`config.mk`:
```
export PLATFORM = sky130hd
export DESIGN_NAME = gyro_range_fifo_config_regs
export DESIGN_NICKNAME = d
export VERILOG_FILES = /design/src/shared/gyro_cfg_pkg.sv /design/src/design/fifo_decimator.sv /design/src/design/gyro_range_fifo_config_regs.sv /design/src/design/range_scale_decode.sv
export SDC_FILE = /design/constraint.sdc
export NUM_CORES = 1
export LEC_CHECK = 0
export BUFFER_PORTS_ARGS = -buffer_cell sky130_fd_sc_hd__buf_2
export CAP_MARGIN = 10
export CORE_MARGIN = 5
export CORE_UTILIZATION = 50
export DETAILED_ROUTE_END_ITERATION = 10
export HOLD_SLACK_MARGIN = 0.08
export MAX_ROUTING_LAYER = met4
export PLACE_DENSITY = 0.84
export SYNTH_ARGS = -nofsm -noshare
export SYNTH_HDL_FRONTEND = slang
export SYNTH_SLANG_ARGS = --single-unit
```
`constraint.sdc`:
```
create_clock -name ref_clk_i -period 2.5 [get_ports ref_clk_i]
set_clock_uncertainty 0.05 [all_clocks]
set_input_delay 0.125 -clock ref_clk_i [delete_from_list [all_inputs] [get_ports ref_clk_i]]
set_output_delay 0.125 -clock ref_clk_i [all_outputs]
set_load 0.05 [all_outputs]
```
`src/shared/gyro_cfg_pkg.sv`:
```
/*
  Package for the rate-sensor configuration register group: byte addresses,
  field positions, reset values and code tables.
  Assumes byte-wide register access from the host serial interface logic.
*/
package gyro_cfg_pkg;

  // ************************************************************
  // Register addresses
  // ************************************************************
  localparam logic [6:0] RATE_RANGE_SELECT_ADDR  = 7'h43;
  localparam logic [6:0] FIFO_DECIMATION_ADDR    = 7'h45;
  localparam logic [6:0] FIFO_SETUP_LO_ADDR      = 7'h46;
  localparam logic [6:0] FIFO_SETUP_HI_ADDR      = 7'h47;
  localparam logic [6:0] IRQ_ENGINE_ENABLE_ADDR  = 7'h51;

  // ************************************************************
  // Reset values
  // ************************************************************
  localparam logic [7:0] RATE_RANGE_RST          = 8'h00;
  localparam logic [7:0] FIFO_DECIMATION_RST     = 8'h00;
  localparam logic [7:0] FIFO_SETUP_LO_RST       = 8'h80;
  localparam logic [7:0] FIFO_SETUP_HI_RST       = 8'h10;
  localparam logic [7:0] IRQ_ENGINE_ENABLE_RST   = 8'h00;

  // ************************************************************
  // Writable field masks
  // ************************************************************
  localparam logic [7:0] RATE_RANGE_MASK         = 8'h07;
  localparam logic [7:0] FIFO_DECIMATION_MASK    = 8'h0F;
  localparam logic [7:0] FIFO_SETUP_HI_MASK      = 8'h9F;
  localparam logic [7:0] IRQ_ENGINE_ENABLE_MASK  = 8'h70;

  // ************************************************************
  // Field positions
  // ************************************************************
  localparam int DECIM_EXP_LSB      = 0;
  localparam int DECIM_EXP_W        = 3;
  localparam int DECIM_FILT_BIT     = 3;
  localparam int SETUP_CAPTURE_BIT  = 7;
  localparam int SETUP_HEADER_BIT   = 4;
  localparam int SETUP_PIN_A_BIT    = 3;
  localparam int SETUP_PIN_B_BIT    = 2;
  localparam int SETUP_TIME_BIT     = 1;
  localparam int SETUP_HALT_BIT     = 0;
  localparam int IRQ_WM_BIT         = 6;
  localparam int IRQ_FULL_BIT       = 5;
  localparam int IRQ_READY_BIT      = 4;

  // ************************************************************
  // Range codes and scaling (counts per dps, times ten)
  // ************************************************************
  localparam logic [2:0] RANGE_2000 = 3'h0;
  localparam logic [2:0] RANGE_1000 = 3'h1;
  localparam logic [2:0] RANGE_500  = 3'h2;
  localparam logic [2:0] RANGE_250  = 3'h3;
  localparam logic [2:0] RANGE_125  = 3'h4;
  localparam logic [11:0] SCALE_X10_WIDEST = 12'h0A4;
  localparam logic [11:0] FULL_SCALE_WIDEST = 12'h7D0;

  // Watermark threshold unit in bytes, as a shift
  localparam int WM_UNIT_SHIFT = 2;
  localparam int FILL_W        = 11;

  typedef enum logic [1:0] {
    WR_IDLE = 2'b00,
    WR_DONE = 2'b01
  } wr_state_t;

endpackage : gyro_cfg_pkg

```
`src/design/fifo_decimator.sv`:
```
/*
  Decimator for samples entering the FIFO: passes one in 2^exp.
  Assumes sample strobes are one-cycle pulses on the core clock.
*/
`timescale 1ns/1ps
module fifo_decimator
  import gyro_cfg_pkg::*;
(
  input  wire logic        ref_clk_i,
  input  wire logic        sys_rst_i,
  input  wire logic [2:0]  exp_i,
  input  wire logic        sample_i,
  output logic             pass_o
);

  logic [6:0] count_ff;
  logic [6:0] limit;

  assign limit = 7'((8'h01 << exp_i) - 8'h01);

  always_ff @(posedge ref_clk_i or posedge sys_rst_i) begin
    if (sys_rst_i) begin
      count_ff <= 7'h00;
      pass_o   <= 1'b0;
    end else begin
      pass_o <= 1'b0;
      if (sample_i) begin
        if (count_ff >= limit) begin
          count_ff <= 7'h00;
          pass_o   <= 1'b1;
        end else begin
          count_ff <= count_ff + 7'h01;
        end
      end
    end
  end

endmodule : fifo_decimator

```
`src/design/gyro_range_fifo_config_regs.sv`:
```
/*
  Configuration register group of a triaxial rate sensor: range, FIFO
  decimation and source, watermark, FIFO format, interrupt engine enables.
  Assumes a byte-wide register port decoded by the host serial interface,
  and a FIFO frame engine that reports frame pushes and pops.
*/
`timescale 1ns/1ps
module gyro_range_fifo_config_regs
  import gyro_cfg_pkg::*;
(
  input  wire logic               ref_clk_i,
  input  wire logic               sys_rst_i,
  // Register port
  input  wire logic [6:0]         reg_addr_i,
  input  wire logic [7:0]         reg_wdata_i,
  input  wire logic               reg_wr_i,
  input  wire logic               reg_rd_i,
  output logic [7:0]              reg_rdata_o,
  output logic                    reg_rvalid_o,
  // Sample path
  input  wire logic               raw_sample_i,
  input  wire logic               filt_sample_i,
  input  wire logic               sample_ready_set_i,
  input  wire logic               sample_read_i,
  // FIFO engine
  input  wire logic [FILL_W-1:0]  frame_bytes_i,
  input  wire logic               frame_push_i,
  input  wire logic               frame_pop_i,
  input  wire logic               fifo_flush_i,
  input  wire logic [FILL_W-1:0]  fifo_capacity_i,
  // Pins used for tagging
  input  wire logic               irq_pin_a_i,
  input  wire logic               irq_pin_b_i,
  // Controls toward FIFO engine
  output logic                    fifo_enable_o,
  output logic                    fifo_sample_push_o,
  output logic                    fifo_source_filtered_o,
  output logic                    header_enable_o,
  output logic                    pin_a_tag_o,
  output logic                    pin_b_tag_o,
  output logic                    time_frame_enable_o,
  output logic                    fifo_full_o,
  output logic [FILL_W-1:0]       fill_bytes_o,
  // Range outputs
  output logic [11:0]             full_scale_dps_o,
  output logic [11:0]             scale_x10_o,
  output logic                    range_legal_o,
  // Interrupt status
  output logic                    wm_status_o,
  output logic                    full_status_o,
  output logic                    ready_status_o
);

  // ************************************************************
  // Registers
  // ************************************************************
  logic [7:0]        range_ff;
  logic [7:0]        decim_ff;
  logic [7:0]        setup_lo_ff;
  logic [7:0]        setup_hi_ff;
  logic [7:0]        irq_en_ff;
  logic [FILL_W-1:0] fill_ff;
  logic              ready_ff;
  wr_state_t         wr_state_ff;

  logic              capture_en;
  logic              sel_sample;
  logic              dec_pass;
  logic              full_now;
  logic [FILL_W+1:0] wm_bytes;
  logic [7:0]        nxt_rdata;
  logic              comb_legal;
  logic [11:0]       comb_fs;
  logic [11:0]       comb_scale;

  // ************************************************************
  // Register writes
  // ************************************************************
  always_ff @(posedge ref_clk_i or posedge sys_rst_i) begin
    if (sys_rst_i) begin
      range_ff    <= RATE_RANGE_RST;
      decim_ff    <= FIFO_DECIMATION_RST;
      setup_lo_ff <= FIFO_SETUP_LO_RST;
      setup_hi_ff <= FIFO_SETUP_HI_RST;
      irq_en_ff   <= IRQ_ENGINE_ENABLE_RST;
    end else if (reg_wr_i) begin
      // Reserved bits are kept at zero regardless of host writes
      case (reg_addr_i)
        RATE_RANGE_SELECT_ADDR: range_ff    <= reg_wdata_i & RATE_RANGE_MASK;
        FIFO_DECIMATION_ADDR:   decim_ff    <= reg_wdata_i & FIFO_DECIMATION_MASK;
        FIFO_SETUP_LO_ADDR:     setup_lo_ff <= reg_wdata_i;
        FIFO_SETUP_HI_ADDR:     setup_hi_ff <= reg_wdata_i & FIFO_SETUP_HI_MASK;
        IRQ_ENGINE_ENABLE_ADDR: irq_en_ff   <= reg_wdata_i & IRQ_ENGINE_ENABLE_MASK;
        default: begin
        end
      endcase
    end
  end

  // Tracks write completion; only informational for the read path
  always_ff @(posedge ref_clk_i or posedge sys_rst_i) begin
    if (sys_rst_i) begin
      wr_state_ff <= WR_IDLE;
    end else begin
      case (wr_state_ff)
        WR_IDLE: wr_state_ff <= reg_wr_i ? WR_DONE : WR_IDLE;
        WR_DONE: wr_state_ff <= reg_wr_i ? WR_DONE : WR_IDLE;
        default: wr_state_ff <= WR_IDLE;
      endcase
    end
  end

  // ************************************************************
  // Register reads
  // ************************************************************
  always_comb begin
    case (reg_addr_i)
      RATE_RANGE_SELECT_ADDR: nxt_rdata = range_ff;
      FIFO_DECIMATION_ADDR:   nxt_rdata = decim_ff;
      FIFO_SETUP_LO_ADDR:     nxt_rdata = setup_lo_ff;
      FIFO_SETUP_HI_ADDR:     nxt_rdata = setup_hi_ff;
      IRQ_ENGINE_ENABLE_ADDR: nxt_rdata = irq_en_ff;
      default:                nxt_rdata = 8'h00;
    endcase
  end

  always_ff @(posedge ref_clk_i or posedge sys_rst_i) begin
    if (sys_rst_i) begin
      reg_rdata_o  <= 8'h00;
      reg_rvalid_o <= 1'b0;
    end else begin
      reg_rvalid_o <= reg_rd_i;
      if (reg_rd_i) begin
        reg_rdata_o <= nxt_rdata;
      end
    end
  end

  // ************************************************************
  // Sample ready flag
  // ************************************************************
  // Range writes do not touch this flag; a sample read clears it,
  // and a new sample in the same cycle wins over the clear.
  always_ff @(posedge ref_clk_i or posedge sys_rst_i) begin
    if (sys_rst_i) begin
      ready_ff <= 1'b0;
    end else if (sample_ready_set_i) begin
      ready_ff <= 1'b1;
    end else if (sample_read_i) begin
      ready_ff <= 1'b0;
    end
  end

  // ************************************************************
  // FIFO input path
  // ************************************************************
  assign capture_en = setup_hi_ff[SETUP_CAPTURE_BIT];
  assign sel_sample = decim_ff[DECIM_FILT_BIT] ? filt_sample_i
                                               : raw_sample_i;
  assign full_now   = (fill_ff >= fifo_capacity_i);

  fifo_decimator u_decim (
    .ref_clk_i (ref_clk_i),
    .sys_rst_i (sys_rst_i),
    .exp_i     (decim_ff[DECIM_EXP_LSB +: DECIM_EXP_W]),
    .sample_i  (sel_sample & capture_en),
    .pass_o    (dec_pass)
  );

  // Halt-when-full drops pushes; otherwise the engine overwrites oldest
  always_ff @(posedge ref_clk_i or posedge sys_rst_i) begin
    if (sys_rst_i) begin
      fifo_sample_push_o <= 1'b0;
    end else begin
      fifo_sample_push_o <= dec_pass & capture_en &
                            ~(setup_hi_ff[SETUP_HALT_BIT] & full_now);
    end
  end

  // ************************************************************
  // Fill-byte count
  // ************************************************************
  // Only whole frames, a flush or disabling capture move the count; partial reads do not
  always_ff @(posedge ref_clk_i or posedge sys_rst_i) begin
    if (sys_rst_i) begin
      fill_ff <= '0;
    end else if (fifo_flush_i || !capture_en) begin
      fill_ff <= '0;
    end else begin
      case ({frame_push_i, frame_pop_i})
        2'b10:   fill_ff <= fill_ff + frame_bytes_i;
        2'b01:   fill_ff <= (fill_ff > frame_bytes_i) ? fill_ff - frame_bytes_i : '0;
        default: fill_ff <= fill_ff;
      endcase
    end
  end

  assign wm_bytes = {2'b00, FILL_W'({setup_lo_ff, 2'b00})};

  // ************************************************************
  // Outputs toward FIFO engine and status
  // ************************************************************
  always_ff @(posedge ref_clk_i or posedge sys_rst_i) begin
    if (sys_rst_i) begin
      fifo_enable_o          <= 1'b0;
      fifo_source_filtered_o <= 1'b0;
      header_enable_o        <= 1'b0;
      pin_a_tag_o            <= 1'b0;
      pin_b_tag_o            <= 1'b0;
      time_frame_enable_o    <= 1'b0;
      fifo_full_o            <= 1'b0;
      fill_bytes_o           <= '0;
    end else begin
      fifo_enable_o          <= capture_en;
      fifo_source_filtered_o <= decim_ff[DECIM_FILT_BIT];
      header_enable_o        <= capture_en & setup_hi_ff[SETUP_HEADER_BIT];
      pin_a_tag_o            <= capture_en & setup_hi_ff[SETUP_PIN_A_BIT] & irq_pin_a_i;
      pin_b_tag_o            <= capture_en & setup_hi_ff[SETUP_PIN_B_BIT] & irq_pin_b_i;
      time_frame_enable_o    <= capture_en & setup_hi_ff[SETUP_TIME_BIT];
      fifo_full_o            <= full_now;
      fill_bytes_o           <= fill_ff;
    end
  end

  // Status bits follow their condition level while their own interrupt engine enable bit is set
  always_ff @(posedge ref_clk_i or posedge sys_rst_i) begin
    if (sys_rst_i) begin
      wm_status_o    <= 1'b0;
      full_status_o  <= 1'b0;
      ready_status_o <= 1'b0;
    end else begin
      wm_status_o    <= irq_en_ff[IRQ_WM_BIT] &
                        ({2'b00, fill_ff} > wm_bytes);
      full_status_o  <= irq_en_ff[IRQ_FULL_BIT] & full_now;
      ready_status_o <= irq_en_ff[IRQ_READY_BIT] & ready_ff;
    end
  end

  // ************************************************************
  // Range decode
  // ************************************************************
  range_scale_decode u_range (
    .range_code_i     (range_ff[2:0]),
    .range_legal_o    (comb_legal),
    .full_scale_dps_o (comb_fs),
    .scale_x10_o      (comb_scale)
  );

  always_ff @(posedge ref_clk_i or posedge sys_rst_i) begin
    if (sys_rst_i) begin
      range_legal_o    <= 1'b1;
      full_scale_dps_o <= FULL_SCALE_WIDEST;
      scale_x10_o      <= SCALE_X10_WIDEST;
    end else begin
      range_legal_o    <= comb_legal;
      full_scale_dps_o <= comb_fs;
      scale_x10_o      <= comb_scale;
    end
  end

endmodule : gyro_range_fifo_config_regs

```
`src/design/range_scale_decode.sv`:
```
/*
  Range code decoder: full scale and sensitivity for the selected range.
  Assumes the code is a registered field of the configuration block.
*/
`timescale 1ns/1ps
module range_scale_decode
  import gyro_cfg_pkg::*;
(
  input  wire logic [2:0]  range_code_i,
  output logic             range_legal_o,
  output logic [11:0]      full_scale_dps_o,
  output logic [11:0]      scale_x10_o
);

  // Each narrower range halves full scale and doubles sensitivity
  always_comb begin
    range_legal_o    = (range_code_i <= RANGE_125);
    full_scale_dps_o = FULL_SCALE_WIDEST >> range_code_i;
    scale_x10_o      = SCALE_X10_WIDEST << range_code_i;
    if (!range_legal_o) begin
      full_scale_dps_o = 12'h000;
      scale_x10_o      = 12'h000;
    end
  end

endmodule : range_scale_decode

```
==> Yosys cells after proc, flatten, opt, wreduce, memory -nomap -nowiden <==
Cells that the tools add are included.
W data, S select, Z words.
{ "word_totals": {"register_bits": 100, "latch_bits": 0, "ram_bits": 0, "mem_bits_ro": 0, "memories": 0} }
{ "classes": {"addsub": 4, "n_mul": 0, "div_mod_pow": 0, "n_lt_le_gt_ge": 5, "eq_ne": 7, "n_shift": 3, "n_mux": 12, "bitwise_logic": 14, "reduce_logical": 9} }
{ "ops": {"columns": ["operator", "n"], "rows": [
  ["$pmux W8 S5", 1],
  ["$eq A7 B7 Y1 const B", 5],
  ["$mux W12", 2],
  ["$mux W11", 2],
  ["$pmux W11 S2", 1],
  ["$and A1 B1 Y1", 13],
  ["$shl A8 B3 Y12 const A", 1],
  ["$shr A11 B3 Y12 const A", 1],
  ["$add A11 B11 Y11", 1],
  ["$ge A11 B11 Y1", 1],
  ["$gt A11 B10 Y1", 1],
  ["$gt A11 B11 Y1", 1],
  ["$sub A11 B11 Y11", 1],
  ["$reduce_and A2 Y1", 5],
  ["$add A7 B1 Y7 const B", 1],
  ["$ge A7 B7 Y1", 1],
  ["$mux W7", 1],
  ["$shl A1 B3 Y7 const A", 1],
  ["$sub A7 B1 Y7 const B", 1],
  ["$mux W1", 5],
  ["$le A3 B3 Y1 const B", 1],
  ["$reduce_bool A3 Y1", 1],
  ["$eq A2 B1 Y1 const B", 1],
  ["$eq A2 B2 Y1 const B", 1],
  ["4 further kinds", 4]
]} }

==> Depth between registers and ports, before layout <==
{ "logic_depth": {"depth_word": 5, "ltp_mapped": 10} }

==> Modules after synthesis <==
From an unflattened synthesis, not the netlist that was laid out.
{ "unflattened": {"cells_unflattened": 498, "hier_area_um2": 5484.0} }
{ "by_module_without_submodules": {"columns": ["module", "instances", "cells_each", "area_each_um2", "seq_area_each_um2"], "rows": [
  ["gyro_range_fifo_config_regs", 1, 398, 4615.7, 2317.2],
  ["fifo_decimator", 1, 57, 580.6, 200.2],
  ["range_scale_decode", 1, 43, 287.8, 0.0]
]} }

==> Least setup slack after synthesis <==
Ideal clock, no wire load.
{ "synth_timing": {"path_kind": "register -> register", "start": "register fill_ff[0]", "end": "register fill_ff[10]", "t_arrival_ns": 2.272, "slack_ns": 0.056, "stages_incl_launch_ff": 11, "path_buffers": 0, "period_less_slack_ns": 2.444, "path_cell_list": "dfrtp_1 > inv_1 > ha_1 > inv_1 > fa_1 > a21o_1 > a221oi_2 > o31ai_1 > o2bb2ai_1 > or3_1 > a32o_1"} }
{ "synth_between": {"elab_chain_cells": 4, "word_cells_on_any_way": 6, "classes_between": "add/sub: 2; order compare: 1; mux: 3"} }
{ "synth_lines": {"columns": ["element", "line", "text"], "rows": [
  ["start: declaration", "gyro_range_fifo_config_regs.sv:62", "logic [FILL_W-1:0] fill_ff;"],
  ["start signal: assignment", "gyro_range_fifo_config_regs.sv:191", "2'b10: fill_ff <= fill_ff + frame_bytes_i;"],
  ["start signal: assignment", "gyro_range_fifo_config_regs.sv:192", "2'b01: fill_ff <= (fill_ff > frame_bytes_i) ? fill_ff - frame_bytes_i : '0;"],
  ["start signal: assignment", "gyro_range_fifo_config_regs.sv:193", "default: fill_ff <= fill_ff;"],
  ["$sub A11 B11 Y11 / $gt A11 B11 Y1 (equally long branches)", "gyro_range_fifo_config_regs.sv:192", null],
  ["$mux W11", "gyro_range_fifo_config_regs.sv:192", null],
  ["$pmux W11 S2 (*)", "gyro_range_fifo_config_regs.sv:190", "case ({frame_push_i, frame_pop_i})"],
  ["$mux W11 (*)", "gyro_range_fifo_config_regs.sv:187", "end else if (fifo_flush_i || !capture_en) begin"]
]} }
Mark *: on every way between the ends. The rest lies on a longest branch, timed or not.
A chain may end at the register's enable or synchronous reset.

==> Final worst setup path <==
Same ends and word-level chain as after synthesis.

==> impl_metrics.json <==
{
  "status": "complete, no violations",
  "clock-root-buffer": "clkbuf_8",
  "drive_above_1_share_pct": 30.03,
  "synth_edf_count": 0,
  "cts_tree": "built",
  "cts_sinks": 94,
  "critical_path.top_delay_family": "compound AO/OA/AOI/OAI gates",
  "grt_util_all_layers_pct": 22.11,
  "fin_nets": 756,
  "startpoint_type": "register",
  "cts_made_buffers": 9,
  "syn_area_um2": 5244,
  "drc": 0,
  "die_h_um": 112.4,
  "power.share.combinational_pct": 21.4,
  "fillers": 829,
  "cp_data_required_time_ns": 2.72,
  "yosys_warnings": 0,
  "antenna_cells": 0,
  "switchingPower_mw": 1.161,
  "ys_types": 60,
  "synth_seq_cells": 94,
  "syn_inst": 510,
  "pwr-share-seq_pct": 46.7,
  "fmax_ghz": 0.4004,
  "period_minus_slack_ns": 2.498,
  "multi_input_area_um2": 2581,
  "start_util_pct": 51.02,
  "dp_hpwl_mm": 9.887,
  "num_rows": 37,
  "crit_buf_inv": 2,
  "worst_path_max_delay_cell": "dfrtp_1",
  "cts.htree.levels": 3,
  "crit_chain": "inv_2, ha_4, inv_2, fa_2, a21o_1, a221oi_2, o31ai_1, o2bb2ai_1, or3_1, a32o_1",
  "wl_per_cell_um": 16.66,
  "setup-violations-final": 0,
  "endpoint_kind": "register",
  "cp_common_cell": "inv_2",
  "grt_pass1_wl_mm": 22.23,
  "drv_slew": 0,
  "hold_viol_final": 0,
  "port_buffers": 102,
  "clock_latency_ns": 0.37,
  "io_pins": 106,
  "worstPathMaxFanout": 2,
  "post-route-util_pct": 62.89,
  "dp.cells": 761,
  "swShare_pct": 31.71,
  "wl_met1_mm": 5.520,
  "worstSetupPathType": "reg -> reg",
  "hold_class": "in -> reg",
  "met3_length_um": 792,
  "overflow": 0,
  "fin_cells": 792,
  "core_area_um2": 10280,
  "rsz0062_at_grt": "true",
  "cp.arrival_ns": 2.72,
  "p_per_area_nw_per_um2": 566.2,
  "worstMarginPinSlew_ns": 0.7682,
  "synth_flop_cell": "dfrtp_1",
  "clk_path_buf_depth": 2,
  "place.gp.congestion": 0.9227,
  "p_int_mw": 2.499,
  "p_clk_share_pct": 31.8,
  "firstDrtPassIters": 5,
  "synthArstFlopShare_pct": 100.0,
  "cpPeakStageDelay_ns": 0.41,
  "routed_wl_mm": 13.19,
  "via_count": 4397,
  "clk_pin_slew_ns": 0.10,
  "power_mw": 3.660,
  "grt_max_degree": 65,
  "slew_headroom_pct": 48.68,
  "drtIter0Drc": 292,
  "avgSynthCellArea_um2": 10.28,
  "ys_seq_area_share_pct": 45.10,
  "p_leak_nw": 3.357,
  "routed.top_layer": "met4",
  "ant_nets": 0,
  "syn2layout_area_growth_pct": 23.26,
  "wl_met2_mm": 6.442,
  "dieArea_um2": 12640,
  "antenna_found_initial": 0,
  "die_w_um": 112.4,
  "drv_cap": 0,
  "fin_crit_sh_pct": 99.91,
  "grt_pass1_vias": 4570,
  "seqCellArea_um2": 2365,
  "vdd_drop_max_uv": 348.2,
  "post_drt_via_cell_ratio": 5.552
}
-- synth_stat cells (10+ instances only) --
master	instances	area share (%)
nor2_1	23	1.6
mux2_2	21	4.5
o21ai_0	20	1.9
dfrtp_1	84	40
dfstp_2	10	5.0
nand3_1	12	1.1
nand2_1	36	2.6
nor2b_1	11	1.3
ha_1	53	13
inv_1	54	3.9
o22ai_1	11	1.3
a21oi_1	23	2.2
-- metrics by stage --
step / area [um2] / hold slack [ns] / setup TNS, ns / setup WS [ns]
3_5_place_dp: 6067 / 0.2307 / -0.05012 / -0.05012
6_report: 6464 / 0.09577 / 0 / 0.002198
4_1_cts: 6457 / 0.08158 / -0.01767 / -0.01767
5_1_grt: 6464 / 0.08669 / -0.06296 / -0.06296
3_3_place_gp: 6067 / 0.2242 / 0 / 0.03882
2_1_floorplan: 5255 / 0.1064 / 0 / 0.05627
-- power groups by stage --
stage,Combinational [mW],Sequential (mW),Clock (mW)
after floorplan,0.392,1.87,0
after global placement,0.731,1.73,0
after detailed placement,0.753,1.74,0
after CTS,0.778,1.71,1.18
after global routing,0.861,1.73,1.26
final,0.785,1.71,1.16
-- final cells by class --
type,instances,share of cell area [%]
multi-input cells,342,39.93
well taps,136,2.633
flip-flops and latches,94,36.59
repair buffers,148,13.98
clock inverters,7,1.607
inverters,56,3.349
clock buffers,9,1.916
-- worst paths after layout --
| path | start | end | slack, ns | cells after the start |
|---|---|---|---|---|
| min in group asynchronous | sys_rst_i | fill_ff[7] | 0.37 | 3 |
| max | fill_ff[0] | fill_ff[10] | 0.002 | 10 |
| min reg2reg | setup_hi_ff[0] | fifo_sample_push_o | 0.44 | 1 |
| min | frame_bytes_i[0] | fill_ff[0] | 0.1 | 3 |
| max reg2reg | fill_ff[0] | fill_ff[10] | 0.002 | 10 |
| max in group asynchronous | sys_rst_i | setup_hi_ff[4] | 1.24 | 4 |
-- cells in the final DEF (no fill, tap or decap), types with 5 or more instances in the layout --
master,count
a21o_1,9
a21oi_1,23
a22o_1,5
buf_2,102
buf_4,31
clkbuf_8,9
dfrtp_1,84
dfstp_2,10
dlygate4sd3_1,14
ha_1,52
inv_1,51
mux2_2,21
nand2_1,36
nand2b_1,6
nand3_1,12
nand4_1,6
nor2_1,23
nor2b_1,11
nor3_1,6
o21a_1,6
o21ai_0,20
o21ai_1,8
o22ai_1,11
or3_1,7
xnor2_1,7
-- registers in the layout (all words and copies together) (netlist names), 3 cells and up --
register / flops
fill_bytes_o: 11
scale_x10_o: 10
setup_lo_ff: 8
full_scale_dps_o: 9
fill_ff: 11
irq_en_ff: 3
u_decim.count_ff: 7
range_ff: 3
setup_hi_ff: 6
decim_ff: 4
reg_rdata_o: 8
-- worst register-to-register path, stage by stage, from the launching register on --
cell       delay, ns
dfrtp_1         0.41
inv_2           0.08
ha_4            0.13
inv_2           0.04
fa_2            0.39
a21o_1          0.19
a221oi_2        0.28
o31ai_1         0.10
o2bb2ai_1       0.14
or3_1           0.34
a32o_1          0.25
-- what timing repair did --
action	in CTS	in global routing
resized for setup	5	1
hold endpoints to repair	66	0
pin swaps	6	2
setup buffers	1	0
hold buffers	14	0
setup endpoints to repair	1	3
-- logic make-up (layout without fill, tap and decap cells) --
family / after synthesis / in the layout / share of synthesized area [%]
compound gates: 120 / 120 / 15.56
xor+xnor: 9 / 9 / 1.503
fa+ha+maj: 55 / 55 / 13.41
buf+inv: 76 / 220 / 6.227
flops: 94 / 94 / 45.10
mux: 28 / 28 / 5.917
other cells: 1 / 3 / 0.07151
simple gates: 127 / 127 / 12.22
-- routing by layer --
layer,vias to the layer above,GRT usage [%]
li1,2064,-
met5,-,-
met4,0,10.18
met3,37,3.989
met1,2119,26.88
met2,177,35.92
Power figures use the tool's default switching activity.
